==> config.mk <==
export PLATFORM = sky130hd
export DESIGN_NAME = alc_control
export DESIGN_NICKNAME = d
export VERILOG_FILES = /design/src/alc_pkg.sv /design/src/alc_control.sv
export VERILOG_INCLUDE_DIRS = /design/src
export SDC_FILE = /design/constraint.sdc
export NUM_CORES = 1
export LEC_CHECK = 0
export BUFFER_PORTS_ARGS = -buffer_cell sky130_fd_sc_hd__buf_2
export CAP_MARGIN = 10
export CORE_ASPECT_RATIO = 1.4
export CORE_MARGIN = 5
export CORE_UTILIZATION = 41
export DETAILED_ROUTE_END_ITERATION = 10
export GPL_TIMING_DRIVEN = 1
export HOLD_SLACK_MARGIN = 0.1
export PLACE_DENSITY_LB_ADDON = 0.12
export SLEW_MARGIN = 15
export SYNTH_ARGS = -nofsm -noshare
export SYNTH_HDL_FRONTEND = slang
export SYNTH_SLANG_ARGS = --single-unit
==> constraint.sdc <==
create_clock -name clock -period 7.3 [get_ports clock]
set_input_delay 0.73 -clock clock [delete_from_list [all_inputs] [get_ports clock]]
set_output_delay 0.73 -clock clock [all_outputs]
set_load 0.05 [all_outputs]
==> src/alc_defines.svh <==
// Purpose: Constants of the lookup engine control block.
// Assumes: Register indexes times four give the AXI byte address.
// Notes:   Definitions only.
`ifndef ALC_DEFINES_SVH
`define ALC_DEFINES_SVH

// Register indexes; the byte address is the index shifted left by two.
`define ALC_IDX_CTRL0   10'h310
`define ALC_IDX_CTRL1   10'h311
`define ALC_IDX_CTRL2   10'h312
`define ALC_IDX_MAC_LO  10'h314
`define ALC_IDX_MAC_HI  10'h315
`define ALC_IDX_PORT_EN 10'h316
`define ALC_IDX_STATUS  10'h317

// Reset values.
`define ALC_RST_CTRL0   8'h61
`define ALC_RST_CTRL1   8'h0C
`define ALC_RST_CTRL2   8'h00
// Age count output after reset, the reset value of its field.
`define ALC_RST_AGE     3'h4

// Field positions of the second control register.
`define ALC_B_LEARN_DIS 7
`define ALC_B_SELF_FILT 6
`define ALC_B_FLUSH_ALL 5
`define ALC_B_FLUSH_MST 4
`define ALC_B_MC_FWD    3
`define ALC_B_AGE_EN    2
`define ALC_B_FAST_AGE  1
`define ALC_B_LINK_FL   0
// Age count field of the first control register.
`define ALC_AGE_HI      5
`define ALC_AGE_LO      3
// Flush scope field of the third control register.
`define ALC_SCOPE_HI    3
`define ALC_SCOPE_LO    2
// Group bit of a source address sent first octet first.
`define ALC_SA_GROUP    40

// Sizes and answers.
`define ALC_NPORT       7
`define ALC_RESP_OKAY   2'h0
`define ALC_RESP_SLVERR 2'h2

`endif

==> src/alc_pkg.sv <==
// Purpose: Types of the lookup engine control block.
// Assumes: Used by the control block and its bench.
// Notes:   Constants stay in the defines header.
package alc_pkg;

  // Register selected by a bus address.
  typedef enum logic [2:0] {
    ALC_R_NONE, ALC_R_CTRL0, ALC_R_CTRL1, ALC_R_CTRL2,
    ALC_R_MAC_LO, ALC_R_MAC_HI, ALC_R_PORT_EN, ALC_R_STATUS
  } alc_reg_t;

  // Flush engine states.
  typedef enum logic {ALC_FL_IDLE, ALC_FL_BUSY} alc_fl_state_t;

  // Kind of flush handed to the table engine.
  typedef enum logic [1:0] {ALC_FK_ALL, ALC_FK_MSTP, ALC_FK_PORT} alc_fl_kind_t;

  // Flush scope codes.
  typedef enum logic [1:0] {
    ALC_SC_NONE = 2'h0, ALC_SC_DYN = 2'h1, ALC_SC_STAT = 2'h2, ALC_SC_BOTH = 2'h3
  } alc_scope_t;

endpackage

==> src/alc_control.sv <==
// Purpose: Lookup engine control registers with flush sequencing and
//          source address filtering, reached over AXI4-Lite.
// Assumes: All inputs are synchronous to clock; the table engine holds
//          each flush request until it pulses flush_done.
// Notes:   One write and one read are handled at a time.
`timescale 1ns/1ps
`include "alc_defines.svh"

module alc_control
  import alc_pkg::*;
(
  input  wire logic        clock,
  input  wire logic        rst,
  // AXI4-Lite slave.
  input  wire logic [11:0] s_axi_awaddr,
  input  wire logic        s_axi_awvalid,
  output logic             s_axi_awready,
  input  wire logic [31:0] s_axi_wdata,
  input  wire logic [3:0]  s_axi_wstrb,
  input  wire logic        s_axi_wvalid,
  output logic             s_axi_wready,
  output logic [1:0]       s_axi_bresp,
  output logic             s_axi_bvalid,
  input  wire logic        s_axi_bready,
  input  wire logic [11:0] s_axi_araddr,
  input  wire logic        s_axi_arvalid,
  output logic             s_axi_arready,
  output logic [31:0]      s_axi_rdata,
  output logic [1:0]       s_axi_rresp,
  output logic             s_axi_rvalid,
  input  wire logic        s_axi_rready,
  // Source address check from the ingress path.
  input  wire logic        sa_valid,
  input  wire logic [47:0] sa_addr,
  input  wire logic [2:0]  sa_port,
  output logic             sa_done_q,
  output logic             sa_drop_q,
  output logic             sa_learn_q,
  // Port link state.
  input  wire logic [6:0]  link_up,
  // Flush handshake with the table engine.
  output logic             flush_req_q,
  output logic [1:0]       flush_kind_q,
  output logic [1:0]       flush_scope_q,
  output logic [2:0]       flush_port_q,
  input  wire logic        flush_done,
  // Aging controls.
  output logic             aging_en_q,
  output logic             fast_aging_q,
  output logic [2:0]       age_count_q
);

  // Maps a byte address onto a register; misaligned addresses are unmapped.
  function automatic alc_reg_t reg_sel(input logic [11:0] a);
    if (a[1:0] != 2'h0) return ALC_R_NONE;
    unique case (a[11:2])
      `ALC_IDX_CTRL0:   return ALC_R_CTRL0;
      `ALC_IDX_CTRL1:   return ALC_R_CTRL1;
      `ALC_IDX_CTRL2:   return ALC_R_CTRL2;
      `ALC_IDX_MAC_LO:  return ALC_R_MAC_LO;
      `ALC_IDX_MAC_HI:  return ALC_R_MAC_HI;
      `ALC_IDX_PORT_EN: return ALC_R_PORT_EN;
      `ALC_IDX_STATUS:  return ALC_R_STATUS;
      default:          return ALC_R_NONE;
    endcase
  endfunction

  // Merges written bytes into an old word under the byte strobes.
  function automatic logic [31:0] merge(input logic [31:0] o,
                                        input logic [31:0] n,
                                        input logic [3:0]  s);
    logic [31:0] r;
    r = o;
    for (int i = 0; i < 4; i++) begin
      if (s[i]) r[8*i +: 8] = n[8*i +: 8];
    end
    return r;
  endfunction

  // Lowest numbered port with a pending link-down flush.
  function automatic logic [2:0] first_port(input logic [6:0] p);
    logic [2:0] r;
    r = 3'h0;
    for (int i = 6; i >= 0; i--) begin
      if (p[i]) r = 3'(i);
    end
    return r;
  endfunction

  // Write channel holding registers.
  logic             aw_hold_q;   // Write address taken and waiting.
  logic [11:0]      awaddr_q;    // Taken write address.
  logic             w_hold_q;    // Write data taken and waiting.
  logic [31:0]      wdata_q;     // Taken write data.
  logic [3:0]       wstrb_q;     // Taken byte strobes.
  // Register file.
  logic [7:0]       ctrl0_q;     // Lookup control, holds the age count.
  logic [7:0]       ctrl1_q;     // Main lookup control register.
  logic [7:0]       ctrl2_q;     // Lookup control, holds the flush scope.
  logic [47:0]      mac_q;       // Station address.
  logic [6:0]       port_en_q;   // Per-port self filter enables.
  logic [6:0]       port_pend_q; // Ports waiting for a link-down flush.
  logic [6:0]       link_q;      // Link state of the previous cycle.
  alc_fl_state_t    fl_st_q;     // Flush engine state.

  // Bus handshakes.
  wire        aw_fire = s_axi_awvalid & s_axi_awready;
  wire        w_fire  = s_axi_wvalid & s_axi_wready;
  wire        ar_fire = s_axi_arvalid & s_axi_arready;
  // Both halves of a write are present and the previous answer is gone.
  wire        wr_go   = aw_hold_q & w_hold_q & ~s_axi_bvalid;
  wire        aw_hold_d = wr_go ? 1'b0 : (aw_fire | aw_hold_q);
  wire        w_hold_d  = wr_go ? 1'b0 : (w_fire | w_hold_q);
  wire        rvalid_d  = ar_fire | (s_axi_rvalid & ~s_axi_rready);
  wire alc_reg_t wsel  = reg_sel(awaddr_q);
  wire alc_reg_t rsel  = reg_sel(s_axi_araddr);
  // Eight-bit registers and the port enables take writes only when byte lane 0 is written.
  wire        lane0    = wr_go & wstrb_q[0];
  wire        wr_ctrl0 = lane0 & (wsel == ALC_R_CTRL0);
  wire        wr_ctrl1 = lane0 & (wsel == ALC_R_CTRL1);
  wire        wr_ctrl2 = lane0 & (wsel == ALC_R_CTRL2);
  wire        wr_mlo   = wr_go & (wsel == ALC_R_MAC_LO);
  wire        wr_mhi   = wr_go & (wsel == ALC_R_MAC_HI);
  wire        wr_pen   = lane0 & (wsel == ALC_R_PORT_EN);
  wire [31:0] mlo_new  = merge(mac_q[31:0], wdata_q, wstrb_q);
  wire [31:0] mhi_new  = merge({16'h0000, mac_q[47:32]}, wdata_q, wstrb_q);

  // Flush source selection: a software flush beats a spanning-tree flush,
  // which beats link-down flushes taken in port order.
  wire [1:0]  scope    = ctrl2_q[`ALC_SCOPE_HI:`ALC_SCOPE_LO];
  wire        any_pend = ctrl1_q[`ALC_B_FLUSH_ALL] | ctrl1_q[`ALC_B_FLUSH_MST] |
                         (|port_pend_q);
  wire [1:0]  pick_kind = ctrl1_q[`ALC_B_FLUSH_ALL] ? ALC_FK_ALL :
                          ctrl1_q[`ALC_B_FLUSH_MST] ? ALC_FK_MSTP : ALC_FK_PORT;
  wire [2:0]  pick_port = first_port(port_pend_q);
  wire        idle     = (fl_st_q == ALC_FL_IDLE);
  // Scope 00 flushes nothing, so the trigger completes at once.
  wire        skip     = idle & any_pend & (scope == ALC_SC_NONE);
  wire        start    = idle & any_pend & (scope != ALC_SC_NONE);
  wire        finish   = ~idle & flush_done;
  wire        svc_end  = skip | finish;
  wire [1:0]  cur_kind = idle ? pick_kind : flush_kind_q;
  wire [2:0]  cur_port = idle ? pick_port : flush_port_q;
  wire        clr_all  = svc_end & (cur_kind == ALC_FK_ALL);
  wire        clr_mst  = svc_end & (cur_kind == ALC_FK_MSTP);
  wire [6:0]  clr_port = (svc_end & (cur_kind == ALC_FK_PORT)) ?
                         7'(8'h01 << cur_port) : 7'h00;
  wire [6:0]  link_fall = link_q & ~link_up;
  // A link loss in the cycle its flush finishes stays pending.
  wire [6:0]  port_pend_d = (port_pend_q & ~clr_port) |
                            (link_fall & {7{ctrl1_q[`ALC_B_LINK_FL]}});

  // Trigger bits: a new write of 1 wins over the completion that clears it.
  wire        fa_d = (ctrl1_q[`ALC_B_FLUSH_ALL] & ~clr_all) |
                     (wr_ctrl1 & wdata_q[`ALC_B_FLUSH_ALL]);
  wire        fm_d = (ctrl1_q[`ALC_B_FLUSH_MST] & ~clr_mst) |
                     (wr_ctrl1 & wdata_q[`ALC_B_FLUSH_MST]);
  wire [7:0]  ctrl1_d = wr_ctrl1 ?
                        {wdata_q[7:6], fa_d, fm_d, wdata_q[3:0]} :
                        {ctrl1_q[7:6], fa_d, fm_d, ctrl1_q[3:0]};

  // Source address decisions.
  wire        sa_group = sa_addr[`ALC_SA_GROUP];
  wire [7:0]  pen_ext  = {1'b0, port_en_q};
  wire        self_hit = ctrl1_q[`ALC_B_SELF_FILT] & pen_ext[sa_port] &
                         (sa_addr == mac_q);
  wire        mc_drop  = sa_group & ~ctrl1_q[`ALC_B_MC_FWD];
  wire        drop     = self_hit | mc_drop;
  wire        learn    = ~drop & ~sa_group & ~ctrl1_q[`ALC_B_LEARN_DIS];

  // Read multiplexer; unmapped reads return zero with an error answer.
  wire [31:0] status_w = {24'h000000, port_pend_q, ~idle};
  wire [31:0] rd_mux =
    (rsel == ALC_R_CTRL0)   ? {24'h000000, ctrl0_q} :
    (rsel == ALC_R_CTRL1)   ? {24'h000000, ctrl1_q} :
    (rsel == ALC_R_CTRL2)   ? {24'h000000, ctrl2_q} :
    (rsel == ALC_R_MAC_LO)  ? mac_q[31:0] :
    (rsel == ALC_R_MAC_HI)  ? {16'h0000, mac_q[47:32]} :
    (rsel == ALC_R_PORT_EN) ? {25'h0000000, port_en_q} :
    (rsel == ALC_R_STATUS)  ? status_w : 32'h00000000;

  // Bus channel registers; ready drops while a beat is held.
  always_ff @(posedge clock) begin
    if (rst) begin
      aw_hold_q     <= 1'b0;
      w_hold_q      <= 1'b0;
      awaddr_q      <= 12'h000;
      wdata_q       <= 32'h00000000;
      wstrb_q       <= 4'h0;
      s_axi_awready <= 1'b0;
      s_axi_wready  <= 1'b0;
      s_axi_bvalid  <= 1'b0;
      s_axi_bresp   <= `ALC_RESP_OKAY;
    end else begin
      aw_hold_q     <= aw_hold_d;
      w_hold_q      <= w_hold_d;
      s_axi_awready <= ~aw_hold_d;
      s_axi_wready  <= ~w_hold_d;
      if (aw_fire) awaddr_q <= s_axi_awaddr;
      if (w_fire) begin
        wdata_q <= s_axi_wdata;
        wstrb_q <= s_axi_wstrb;
      end
      if (wr_go) begin
        s_axi_bvalid <= 1'b1;
        s_axi_bresp  <= (wsel == ALC_R_NONE) ? `ALC_RESP_SLVERR : `ALC_RESP_OKAY;
      end else if (s_axi_bready) begin
        s_axi_bvalid <= 1'b0;
      end
    end
  end

  // Read channel: data is captured on the address handshake.
  always_ff @(posedge clock) begin
    if (rst) begin
      s_axi_arready <= 1'b0;
      s_axi_rvalid  <= 1'b0;
      s_axi_rdata   <= 32'h00000000;
      s_axi_rresp   <= `ALC_RESP_OKAY;
    end else begin
      s_axi_arready <= ~rvalid_d;
      s_axi_rvalid  <= rvalid_d;
      if (ar_fire) begin
        s_axi_rdata <= rd_mux;
        s_axi_rresp <= (rsel == ALC_R_NONE) ? `ALC_RESP_SLVERR : `ALC_RESP_OKAY;
      end
    end
  end

  // Register file updates. The station address defaults to zero, which
  // means no real frame matches it until software programs it.
  always_ff @(posedge clock) begin
    if (rst) begin
      ctrl0_q     <= `ALC_RST_CTRL0;
      ctrl1_q     <= `ALC_RST_CTRL1;
      ctrl2_q     <= `ALC_RST_CTRL2;
      mac_q       <= 48'h000000000000;
      port_en_q   <= 7'h00;
      port_pend_q <= 7'h00;
      link_q      <= 7'h00;
    end else begin
      ctrl1_q     <= ctrl1_d;
      port_pend_q <= port_pend_d;
      link_q      <= link_up;
      if (wr_ctrl0) ctrl0_q <= wdata_q[7:0];
      if (wr_ctrl2) ctrl2_q <= wdata_q[7:0];
      if (wr_mlo) mac_q[31:0] <= mlo_new;
      if (wr_mhi) mac_q[47:32] <= mhi_new[15:0];
      if (wr_pen) port_en_q <= wdata_q[6:0];
    end
  end

  // Flush engine: one request at a time, held until the table answers.
  always_ff @(posedge clock) begin
    if (rst) begin
      fl_st_q       <= ALC_FL_IDLE;
      flush_req_q   <= 1'b0;
      flush_kind_q  <= ALC_FK_ALL;
      flush_scope_q <= ALC_SC_NONE;
      flush_port_q  <= 3'h0;
    end else begin
      unique case (fl_st_q)
        ALC_FL_IDLE: begin
          if (start) begin
            fl_st_q       <= ALC_FL_BUSY;
            flush_req_q   <= 1'b1;
            flush_kind_q  <= pick_kind;
            flush_scope_q <= scope;
            flush_port_q  <= pick_port;
          end
        end
        ALC_FL_BUSY: begin
          if (finish) begin
            fl_st_q     <= ALC_FL_IDLE;
            flush_req_q <= 1'b0;
          end
        end
      endcase
    end
  end

  // Frame verdicts and aging levels, all registered.
  always_ff @(posedge clock) begin
    if (rst) begin
      sa_done_q    <= 1'b0;
      sa_drop_q    <= 1'b0;
      sa_learn_q   <= 1'b0;
      aging_en_q   <= 1'b1;
      fast_aging_q <= 1'b0;
      age_count_q  <= `ALC_RST_AGE;
    end else begin
      sa_done_q    <= sa_valid;
      sa_drop_q    <= sa_valid & drop;
      sa_learn_q   <= sa_valid & learn;
      aging_en_q   <= ctrl1_q[`ALC_B_AGE_EN];
      // Fast aging is meaningless while aging itself is stopped.
      fast_aging_q <= ctrl1_q[`ALC_B_AGE_EN] & ctrl1_q[`ALC_B_FAST_AGE];
      age_count_q  <= ctrl0_q[`ALC_AGE_HI:`ALC_AGE_LO];
    end
  end
endmodule // alc_control

==> impl_metrics.prom, run 1 <==
# TYPE chip_impl_metric gauge
chip_impl_metric{name="report.final.setup_viol",unit=""} 0
chip_impl_metric{name="io_buffers",unit=""} 181
chip_impl_metric{name="detail_route.iter0.violations",unit=""} 416
chip_impl_info{name="clk_root_buffer_cell",value="sky130_fd_sc_hd__clkbuf_16"} 1
chip_impl_metric{name="ctsHoldBuffers",unit=""} 0
chip_impl_info{name="synth_flop_cell",value="sky130_fd_sc_hd__dfxtp_1"} 1
chip_impl_metric{name="clk_path_buf_depth",unit=""} 2
chip_impl_metric{name="first_pass_grt_wire_length",unit="µm"} 37900
chip_impl_metric{name="detail_route.first_pass.iterations",unit=""} 8
chip_impl_metric{name="largest_net_degree_at_the_start_of_global_routing",unit=""} 111
chip_impl_metric{name="critical_path_data_required_time",unit="ns"} 7.58
chip_impl_metric{name="area_delta_synth_final",unit="%"} 19.7
chip_impl_metric{name="all_layer_global_routing_usage",unit="%"} 20.8
chip_impl_metric{name="totalNegativeSetupSlack",unit="ns"} 0
chip_impl_metric{name="timing.critical_path.arrival",unit="ns"} 3.22
chip_impl_metric{name="fmax",unit="GHz"} 0.340
chip_impl_metric{name="ys_async_sr_fraction",unit="%"} 0
chip_impl_metric{name="post_route_ant_nets",unit=""} 0
chip_impl_metric{name="routed_wire_length_per_instance",unit="µm"} 18.3
chip_impl_metric{name="final.fill_count",unit=""} 2032
chip_impl_metric{name="route.vias.total",unit=""} 6982
chip_impl_info{name="cts_tree",value="done"} 1
chip_impl_metric{name="timing.final.max_slew_violations",unit=""} 0
chip_impl_metric{name="post_route_cells_drive_above_1_share",unit="%"} 22.6
chip_impl_metric{name="post_synth_inst_count",unit=""} 926
chip_impl_metric{name="period_share",unit="%"} 40.3
chip_impl_metric{name="dpl.hpwl",unit="µm"} 18100
chip_impl_metric{name="fp.dieArea",unit="µm²"} 23500
chip_impl_metric{name="fin_ws",unit="ns"} 4.36
chip_impl_metric{name="globalplace.congestion",unit=""} 0.844
chip_impl_metric{name="post_drt_via_cell_ratio",unit=""} 5.17
chip_impl_metric{name="clock_tree.htree_level_count",unit=""} 4
chip_impl_metric{name="floorplan.io_pins",unit=""} 184
chip_impl_metric{name="timing_hold_violations_final",unit=""} 0
chip_impl_metric{name="core",unit="µm²"} 20400
chip_impl_info{name="critical_path.startpoint_type",value="flip-flop"} 1
chip_impl_metric{name="post_syn_area_per_cell",unit="µm²"} 9.09
chip_impl_metric{name="synth-edff-count",unit=""} 0
chip_impl_metric{name="postRouteWirelength",unit="µm"} 24800
chip_impl_metric{name="finClkSkew",unit="ns"} 0.0118
chip_impl_metric{name="mappedNetlistArea",unit="µm²"} 8410
chip_impl_metric{name="hold-worst-slack",unit="ns"} 0.452
chip_impl_info{name="setup_repair_after_global_routing_missed_its_margin",value="false"} 1
chip_impl_metric{name="floorplan.initialDensity",unit="%"} 41.2
chip_impl_info{name="status",value="complete, no violations"} 1
chip_impl_metric{name="grt_remaining_overflow",unit=""} 0
chip_impl_metric{name="cp_max_fo",unit=""} 11
chip_impl_metric{name="grt_pass1_vias",unit=""} 6846
chip_impl_metric{name="clkSlewWorstSetupHoldPaths",unit="ns"} 0.08
chip_impl_metric{name="ys_seq_elements",unit=""} 199
chip_impl_metric{name="numCtsBuffers",unit=""} 17
chip_impl_metric{name="peakVddDrop",unit="mV"} 0.154
chip_impl_info{name="critical_path.endpoint_type",value="flip-flop"} 1
chip_impl_metric{name="total_leakage_power",unit="µW"} 0.00383
chip_impl_metric{name="dieHeight",unit="µm"} 179
chip_impl_metric{name="die_w",unit="µm"} 131
chip_impl_metric{name="cts_setup_buffers",unit=""} 0
chip_impl_metric{name="synth.yosys.warnings",unit=""} 0
chip_impl_metric{name="max_cap_violations",unit=""} 0
chip_impl_metric{name="min_period",unit="ns"} 2.94
chip_impl_metric{name="initial_antenna_violation_count",unit=""} 2
chip_impl_metric{name="finish.cell_count_without_fillers",unit=""} 1350
chip_impl_metric{name="cts.sink_count",unit=""} 199
chip_impl_metric{name="synthDistinctLibCells",unit=""} 51
chip_impl_metric{name="worst_pin_slew",unit="ns"} 1.08
chip_impl_metric{name="antenna_diode_count",unit=""} 0
chip_impl_metric{name="clk_lat_worst_skew",unit="ns"} 0.43
chip_impl_metric{name="total_number_of_nets_in_the_final_design",unit=""} 1208
chip_impl_metric{name="route.detailed.drc",unit=""} 0
chip_impl_metric{name="p_per_area",unit="nW/µm²"} 219
chip_impl_info{name="criticalPathCategory",value="flip-flop to flip-flop"} 1
chip_impl_metric{name="max-slew-margin-rel",unit="%"} 27.8
chip_impl_metric{name="core_rows",unit=""} 62
chip_impl_metric{name="post-place-cells",unit=""} 1318
chip_impl_metric{name="post_cts.resized_instances",unit=""} 0
chip_impl_metric{name="yosysSeqAreaShare",unit="%"} 47.4
chip_impl_metric{name="dp_worst_setup_slack",unit="ns"} 4.26
chip_impl_info{name="min-delay-path-class",value="flip-flop to flip-flop"} 1
==> area by class of cell <==
cell class | count | area (µm²) | share of cell area, %
Multi-Input combinational cell | 657 | 4140 | 41.2
Sequential cell | 199 | 3980 | 39.6
Timing Repair Buffer | 189 | 972 | 9.66
Clock buffer | 17 | 425 | 4.23
Tap cell | 256 | 320 | 3.18
Clock inverter | 15 | 159 | 1.58
Inverter | 17 | 63.8 | 0.634
==> cell usage after synthesis (all sizes together) (2+ instances only) <==
cell type	number	area [µm²]
nor3	18	135
nand4	12	75.1
xnor2	41	359
nor2	121	454
nand3b	2	18.8
buf	10	75.1
a211o	6	52.6
xor2	7	61.3
and2	3	18.8
nor4	12	105
nand2	123	462
a221oi	7	61.3
clkbuf	44	165
and3b	7	61.3
o311ai	2	17.5
dfxtp	199	3980
a211oi	11	82.6
mux2i	86	861
or2	2	12.5
inv	17	63.8
a32o	7	70.1
a21boi	2	15.0
a22oi	24	180
nor2b	22	138
nand2b	8	50.1
a31oi	4	25.0
nand3	2	10.0
or3	2	12.5
nor3b	4	30.0
mux2	11	124
nor4b	6	77.6
a21oi	68	340
o21ai	24	120
==> cells in the final DEF, fill, tap and decap left out, types with 3 or more instances in the layout <==
master / instances
sky130_fd_sc_hd__a211o_1: 6
sky130_fd_sc_hd__a211oi_1: 11
sky130_fd_sc_hd__a21oi_1: 68
sky130_fd_sc_hd__a221oi_1: 7
sky130_fd_sc_hd__a22oi_1: 24
sky130_fd_sc_hd__a31oi_1: 4
sky130_fd_sc_hd__a32o_1: 7
sky130_fd_sc_hd__and2_1: 3
sky130_fd_sc_hd__and3b_1: 7
sky130_fd_sc_hd__buf_2: 180
sky130_fd_sc_hd__buf_4: 8
sky130_fd_sc_hd__clkbuf_16: 17
sky130_fd_sc_hd__clkinv_8: 4
sky130_fd_sc_hd__dfxtp_1: 199
sky130_fd_sc_hd__inv_1: 17
sky130_fd_sc_hd__inv_6: 7
sky130_fd_sc_hd__mux2_2: 11
sky130_fd_sc_hd__mux2i_1: 86
sky130_fd_sc_hd__nand2_1: 123
sky130_fd_sc_hd__nand2b_1: 8
sky130_fd_sc_hd__nand4_1: 12
sky130_fd_sc_hd__nor2_1: 121
sky130_fd_sc_hd__nor2b_1: 22
sky130_fd_sc_hd__nor3_1: 13
sky130_fd_sc_hd__nor3_4: 4
sky130_fd_sc_hd__nor3b_1: 4
sky130_fd_sc_hd__nor4_1: 10
sky130_fd_sc_hd__nor4b_2: 3
sky130_fd_sc_hd__o21ai_0: 24
sky130_fd_sc_hd__xnor2_1: 41
sky130_fd_sc_hd__xor2_1: 7
==> power by group <==
group          leakage, µW  switching, µW  internal [µW]  total, µW
Sequential         0.00161           18.7           1100       1120
Clock             0.000283            465            458        924
Combinational      0.00193           98.6           58.8        157
==> metrics by stage <==
stage	power [µW]	area [µm²]	utilization (%)
floorplan	1230	8420	-
global placement	1310	9470	46.4
detailed placement	1310	9470	46.4
CTS	2230	10100	49.3
global route	2290	10100	49.3
finish	2200	10100	49.3
==> registers in the layout, summed over array words and instances (netlist names), 2 cells and up <==
signal and count:
wdata_q 32, link_q 7, mac_q 48, age_count_q 3, wstrb_q 4, ctrl1_q 8
flush_kind_q 2, flush_scope_q 2, ctrl0_q 8, awaddr_q 12, flush_port_q 3, ctrl2_q 8
s_axi_rdata 32, port_pend_q 7, port_en_q 7
==> layer usage <==
metal,vias up,track usage (%),share of wire [%]
met5,-,0,0.057
met4,4,5.35,1.6
met3,31,4.48,5.8
met2,197,35.1,50
met1,3249,26.6,42
li1,3501,-,-
==> path summary, 6_finish.rpt <==
| check | start | to | slack, ns | cells past startpoint |
|---|---|---|---|---|
| worst max-delay path | awaddr_q[7] | mac_q[31] | 4.36 | 5 |
| worst min-delay path | awaddr_q[1] | awaddr_q[1] | 0.45 | 2 |
| worst max register to register | awaddr_q[7] | mac_q[31] | 4.36 | 5 |
| worst min register to register | awaddr_q[1] | awaddr_q[1] | 0.45 | 2 |
==> critical path, cell delays in order (launching register included) <==
cell	delay, ns
sky130_fd_sc_hd__dfxtp_1	0.31
sky130_fd_sc_hd__or4b_1	0.51
sky130_fd_sc_hd__or4_4	0.69
sky130_fd_sc_hd__nor4b_2	0.97
sky130_fd_sc_hd__mux2i_1	0.27
sky130_fd_sc_hd__nor2_1	0.06
==> logic make-up (layout without fill, tap and decap cells) <==
family                    count (synthesis)  count (layout)  synth area share, %
and+or+nand+nor                         347             347                 20.1
xor gates and xnor gates                 48              48                 5.00
DFF                                     199             199                 47.4
other                                     1               2               0.0446
muxes                                    97              97                 11.7
AOI/OAI and AO/OA                       163             163                 12.2
buffers and inverters                    71             238                 3.61
Power figures use the tool's default switching activity.
==> inputs of run 2 (changes only) <==
Settings changed: ABC_AREA set to 1.
Clock period 7.3 ns to 2.45 ns, I/O delays scaled along.
==> run 2 against run 1 <==
Compared with the run above: die area up 7.8%; maximum frequency up 46%; worst setup slack worse by 3.9 ns; flip-flop and latch count unchanged; critical path type unchanged; cell area up 13%; power rose to 3.2 times the previous value; first-iteration DRC count up 2.4%; utilization up 2.8 points; non-clock buffer count up 59; count of clock-buffer cells in the layout up 1.
==> impl_metrics.prom, run 2 <==
# TYPE chip_impl_metric gauge
chip_impl_info{name="mostFrequentLayoutCell",value="sky130_fd_sc_hd__nand2_1"} 1
chip_impl_metric{name="period_share",unit="%"} 82.2
chip_impl_metric{name="total_leakage_power",unit="µW"} 0.00521
chip_impl_metric{name="postRouteWirelength",unit="µm"} 26600
chip_impl_metric{name="timing_hold_violations_final",unit=""} 0
chip_impl_info{name="cell_with_the_most_instances_after_synthesis",value="sky130_fd_sc_hd__nand2_1"} 1
chip_impl_info{name="worst_path_slowest_cell",value="sky130_fd_sc_hd__dfxtp_1"} 1
chip_impl_metric{name="detail_route.first_pass.iterations",unit=""} 4
chip_impl_metric{name="detail_route.iter0.violations",unit=""} 426
chip_impl_metric{name="grt_pass1_vias",unit=""} 8604
chip_impl_metric{name="totalPowerFinal",unit="µW"} 6960
chip_impl_info{name="r2r-start",value="awaddr_q[4]"} 1
chip_impl_metric{name="post_synth_inst_count",unit=""} 1274
chip_impl_metric{name="post_cts.resized_instances",unit=""} 0
chip_impl_info{name="final_cell_mix",value="sky130_fd_sc_hd__nand2_1, sky130_fd_sc_hd__dfxtp_1, sky130_fd_sc_hd__buf_2"} 1
chip_impl_metric{name="crit_path_max_incr_delay",unit="ns"} 0.37
chip_impl_metric{name="numCtsBuffers",unit=""} 17
chip_impl_metric{name="yosysSeqAreaShare",unit="%"} 43.7
chip_impl_metric{name="total_number_of_nets_in_the_final_design",unit=""} 1617
chip_impl_metric{name="report.final.setup_viol",unit=""} 0
chip_impl_metric{name="mappedNetlistArea",unit="µm²"} 9120
chip_impl_metric{name="dpl.hpwl",unit="µm"} 20000
chip_impl_metric{name="power.share.sequential",unit="%"} 48.6
chip_impl_metric{name="area_delta_synth_final",unit="%"} 25.0
chip_impl_metric{name="route.detailed.drc",unit=""} 0
chip_impl_metric{name="cts_setup_buffers",unit=""} 0
chip_impl_metric{name="post_syn_area_per_cell",unit="µm²"} 7.16
chip_impl_metric{name="initial_antenna_violation_count",unit=""} 3
chip_impl_metric{name="synthDistinctLibCells",unit=""} 54
chip_impl_info{name="critical_path.startpoint_type",value="flip-flop"} 1
chip_impl_metric{name="regToRegSetupSlack",unit="ns"} 0.44
chip_impl_metric{name="number_of_flip_flops_under_the_largest_register_name",unit=""} 48
chip_impl_metric{name="die_w",unit="µm"} 136
chip_impl_metric{name="peakVddDrop",unit="mV"} 0.468
chip_impl_info{name="r2r-end",value="port_en_q[6]"} 1
chip_impl_metric{name="routed_wire_length_per_instance",unit="µm"} 14.8
chip_impl_metric{name="switchingPower",unit="µW"} 1810
chip_impl_metric{name="power.share.switching",unit="%"} 26.0
chip_impl_metric{name="totalNegativeSetupSlack",unit="ns"} 0
chip_impl_metric{name="grt_remaining_overflow",unit=""} 0
chip_impl_info{name="clk_root_buffer_cell",value="sky130_fd_sc_hd__clkbuf_16"} 1
chip_impl_metric{name="r2r_cells",unit=""} 8
chip_impl_metric{name="finClkSkew",unit="ns"} 0.00709
chip_impl_metric{name="final_util",unit="%"} 52.2
chip_impl_info{name="cts_tree",value="done"} 1
chip_impl_metric{name="max-slew-margin-rel",unit="%"} 52.7
chip_impl_metric{name="cts.sink_count",unit=""} 199
chip_impl_metric{name="synth-edff-count",unit=""} 0
chip_impl_metric{name="core",unit="µm²"} 21900
chip_impl_metric{name="route.vias.total",unit=""} 8694
chip_impl_metric{name="clkSlewWorstSetupHoldPaths",unit="ns"} 0.07
chip_impl_info{name="status",value="complete, no violations"} 1
chip_impl_metric{name="post_drt_via_cell_ratio",unit=""} 4.83
chip_impl_metric{name="dieHeight",unit="µm"} 186
chip_impl_metric{name="clock_tree.htree_level_count",unit=""} 4
chip_impl_metric{name="worst_pin_slew",unit="ns"} 0.710
chip_impl_metric{name="p_per_area",unit="nW/µm²"} 610
chip_impl_metric{name="clk_path_buf_depth",unit=""} 2
chip_impl_metric{name="timing.hold.worst_path_depth",unit=""} 3
chip_impl_metric{name="all_layer_global_routing_usage",unit="%"} 21.4
chip_impl_metric{name="largest_net_degree_at_the_start_of_global_routing",unit=""} 55
chip_impl_info{name="critical_path.endpoint_type",value="flip-flop"} 1
chip_impl_info{name="synth_flop_cell",value="sky130_fd_sc_hd__dfxtp_1"} 1
chip_impl_metric{name="p_clk_share",unit="%"} 41.5
chip_impl_info{name="synthTopCellsByArea",value="sky130_fd_sc_hd__dfxtp_1, sky130_fd_sc_hd__nand2_1, sky130_fd_sc_hd__o21ai_0"} 1
chip_impl_info{name="timing.critical_path.mode_cell",value="sky130_fd_sc_hd__nor3_1"} 1
chip_impl_metric{name="core_rows",unit=""} 64
chip_impl_metric{name="ys_async_sr_fraction",unit="%"} 0
chip_impl_metric{name="fmax",unit="GHz"} 0.496
chip_impl_metric{name="floorplan.io_pins",unit=""} 184
chip_impl_metric{name="floorplan.initialDensity",unit="%"} 41.7
chip_impl_metric{name="post_route_cells_drive_above_1_share",unit="%"} 19.8
chip_impl_metric{name="synth.top_cell.area_share",unit="%"} 43.7
chip_impl_metric{name="timing.final.max_slew_violations",unit=""} 0
chip_impl_info{name="biggest_register",value="mac_q"} 1
chip_impl_metric{name="fp.dieArea",unit="µm²"} 25400
chip_impl_info{name="criticalPathCategory",value="flip-flop to flip-flop"} 1
chip_impl_metric{name="clk_lat_worst_skew",unit="ns"} 0.44
chip_impl_info{name="min_delay_worst_endpoint",value="wdata_q[11]"} 1
chip_impl_info{name="reg.largest.list",value="mac_q x48, s_axi_rdata x32, wdata_q x32"} 1
chip_impl_metric{name="max_cap_violations",unit=""} 0
chip_impl_metric{name="synth.yosys.warnings",unit=""} 0
chip_impl_info{name="netlist.top_cell.by_area",value="sky130_fd_sc_hd__dfxtp_1"} 1
chip_impl_info{name="setup_repair_after_global_routing_missed_its_margin",value="false"} 1
chip_impl_metric{name="cellInternalPower",unit="µW"} 5150
chip_impl_metric{name="globalplace.congestion",unit=""} 0.890
chip_impl_info{name="min_from",value="s_axi_wdata[11]"} 1
chip_impl_metric{name="timing.critical_path.arrival",unit="ns"} 2.34
chip_impl_metric{name="first_pass_grt_wire_length",unit="µm"} 43400
chip_impl_metric{name="io_buffers",unit=""} 181
chip_impl_metric{name="critical_path_data_required_time",unit="ns"} 2.78
chip_impl_info{name="crit_path_cell_trace",value="inv_1 -> nor3_1 -> nand3_1 -> nor3_1 -> nand4_1 -> buf_4 -> o21ai_0 -> a21oi_1"} 1
chip_impl_metric{name="ys_seq_elements",unit=""} 199
chip_impl_metric{name="cp_max_fo",unit=""} 10
chip_impl_metric{name="min_period",unit="ns"} 2.01
chip_impl_info{name="min-delay-path-class",value="input pin to flip-flop"} 1
chip_impl_info{name="synth_commonest_cells",value="sky130_fd_sc_hd__nand2_1, sky130_fd_sc_hd__dfxtp_1, sky130_fd_sc_hd__nor2_1, sky130_fd_sc_hd__inv_1, sky130_fd_sc_hd__o21ai_0"} 1
chip_impl_metric{name="post_route_ant_nets",unit=""} 0
chip_impl_metric{name="share_comb_of_total_power",unit="%"} 9.9
run 2: cell count changes after synthesis, moves of 22 or more:
cell,delta
sky130_fd_sc_hd__a22oi_1,-24
sky130_fd_sc_hd__nand3_1,+47
sky130_fd_sc_hd__xnor2_1,-34
sky130_fd_sc_hd__nand2_1,+115
sky130_fd_sc_hd__inv_1,+133
sky130_fd_sc_hd__nor2_1,+41
sky130_fd_sc_hd__o21ai_0,+116
sky130_fd_sc_hd__mux2i_1,-86
sky130_fd_sc_hd__a21oi_1,+54
sky130_fd_sc_hd__nor2b_1,-22
run 2: repair_timing:
action                                  4_1_cts  5_1_grt
hold buffers                                 50        0
endpoints found under the hold margin        57        0
endpoints found under the setup margin        0        0
run 2: cells by family after synthesis:
kind of cell	count (synthesis)	synth area share, %
mux	1	0.123
other cells	1	0.0411
flops	199	43.7
xor+xnor	16	1.54
buf+inv	217	9.80
simple gates	534	26.7
compound gates	306	18.1
run 2: final cells by class:
type | instances | area [µm²]
antenna | 1 | 2.50
clock buffer | 18 | 439
clock inverter | 14 | 164
fill | 2255 | 10500
inverter | 165 | 637
multi-input combinational | 859 | 4250
sequential | 199 | 3980
tap | 297 | 372
timing repair buffer | 248 | 1560
run 2: stage by stage:
step	hold WS (ns)	area, µm²	setup slack [ns]	cells
floorplan	0.370	9120	0.651	1275
global placement	0.439	10300	0.334	1718
detailed placement	0.445	10300	0.256	1718
CTS	0.106	11400	0.439	1800
global route	0.127	11400	0.218	1801
finish	0.121	11400	0.436	1801
run 2: worst max-delay path, delay by kind of cell (launching register included):
| kind | cells | cell delay [ns] |
|---|---|---|
| AO/OA/AOI/OAI | 2 | 0.23 |
| AND/OR/NAND/NOR | 4 | 0.92 |
| flip-flops | 1 | 0.37 |
| buffers and inverters | 2 | 0.37 |
run 2: worst max-delay path by stage:
stage          cells past startpoint       startpoint             end
2_1_floorplan                      8     s_axi_bvalid        mac_q[6]
3_3_place_gp                      15  s_axi_araddr[2]  s_axi_rdata[7]
3_5_place_dp                      15  s_axi_araddr[2]  s_axi_rdata[7]
4_1_cts                            8      awaddr_q[4]    port_en_q[6]
5_1_grt                           11      awaddr_q[4]       mac_q[28]
6_report                           8      awaddr_q[4]    port_en_q[6]
run 2: power by group through the flow:
stage          Combinational, µW  Sequential, µW  Clock (µW)
6_report                     692            3380        2890
4_1_cts                      698            3380        2950
3_3_place_gp                 630            3460           0
5_1_grt                      771            3390        3100
3_5_place_dp                 635            3460           0
2_1_floorplan                303            3540           0
run 2: layer usage:
layer	up-vias	routed length, µm	global-route usage, %
met3	44	1280	4.39
li1	4549	-	-
met5	-	21	0
met1	3908	11400	26.2
met4	4	707	7.80
met2	189	13200	36.9
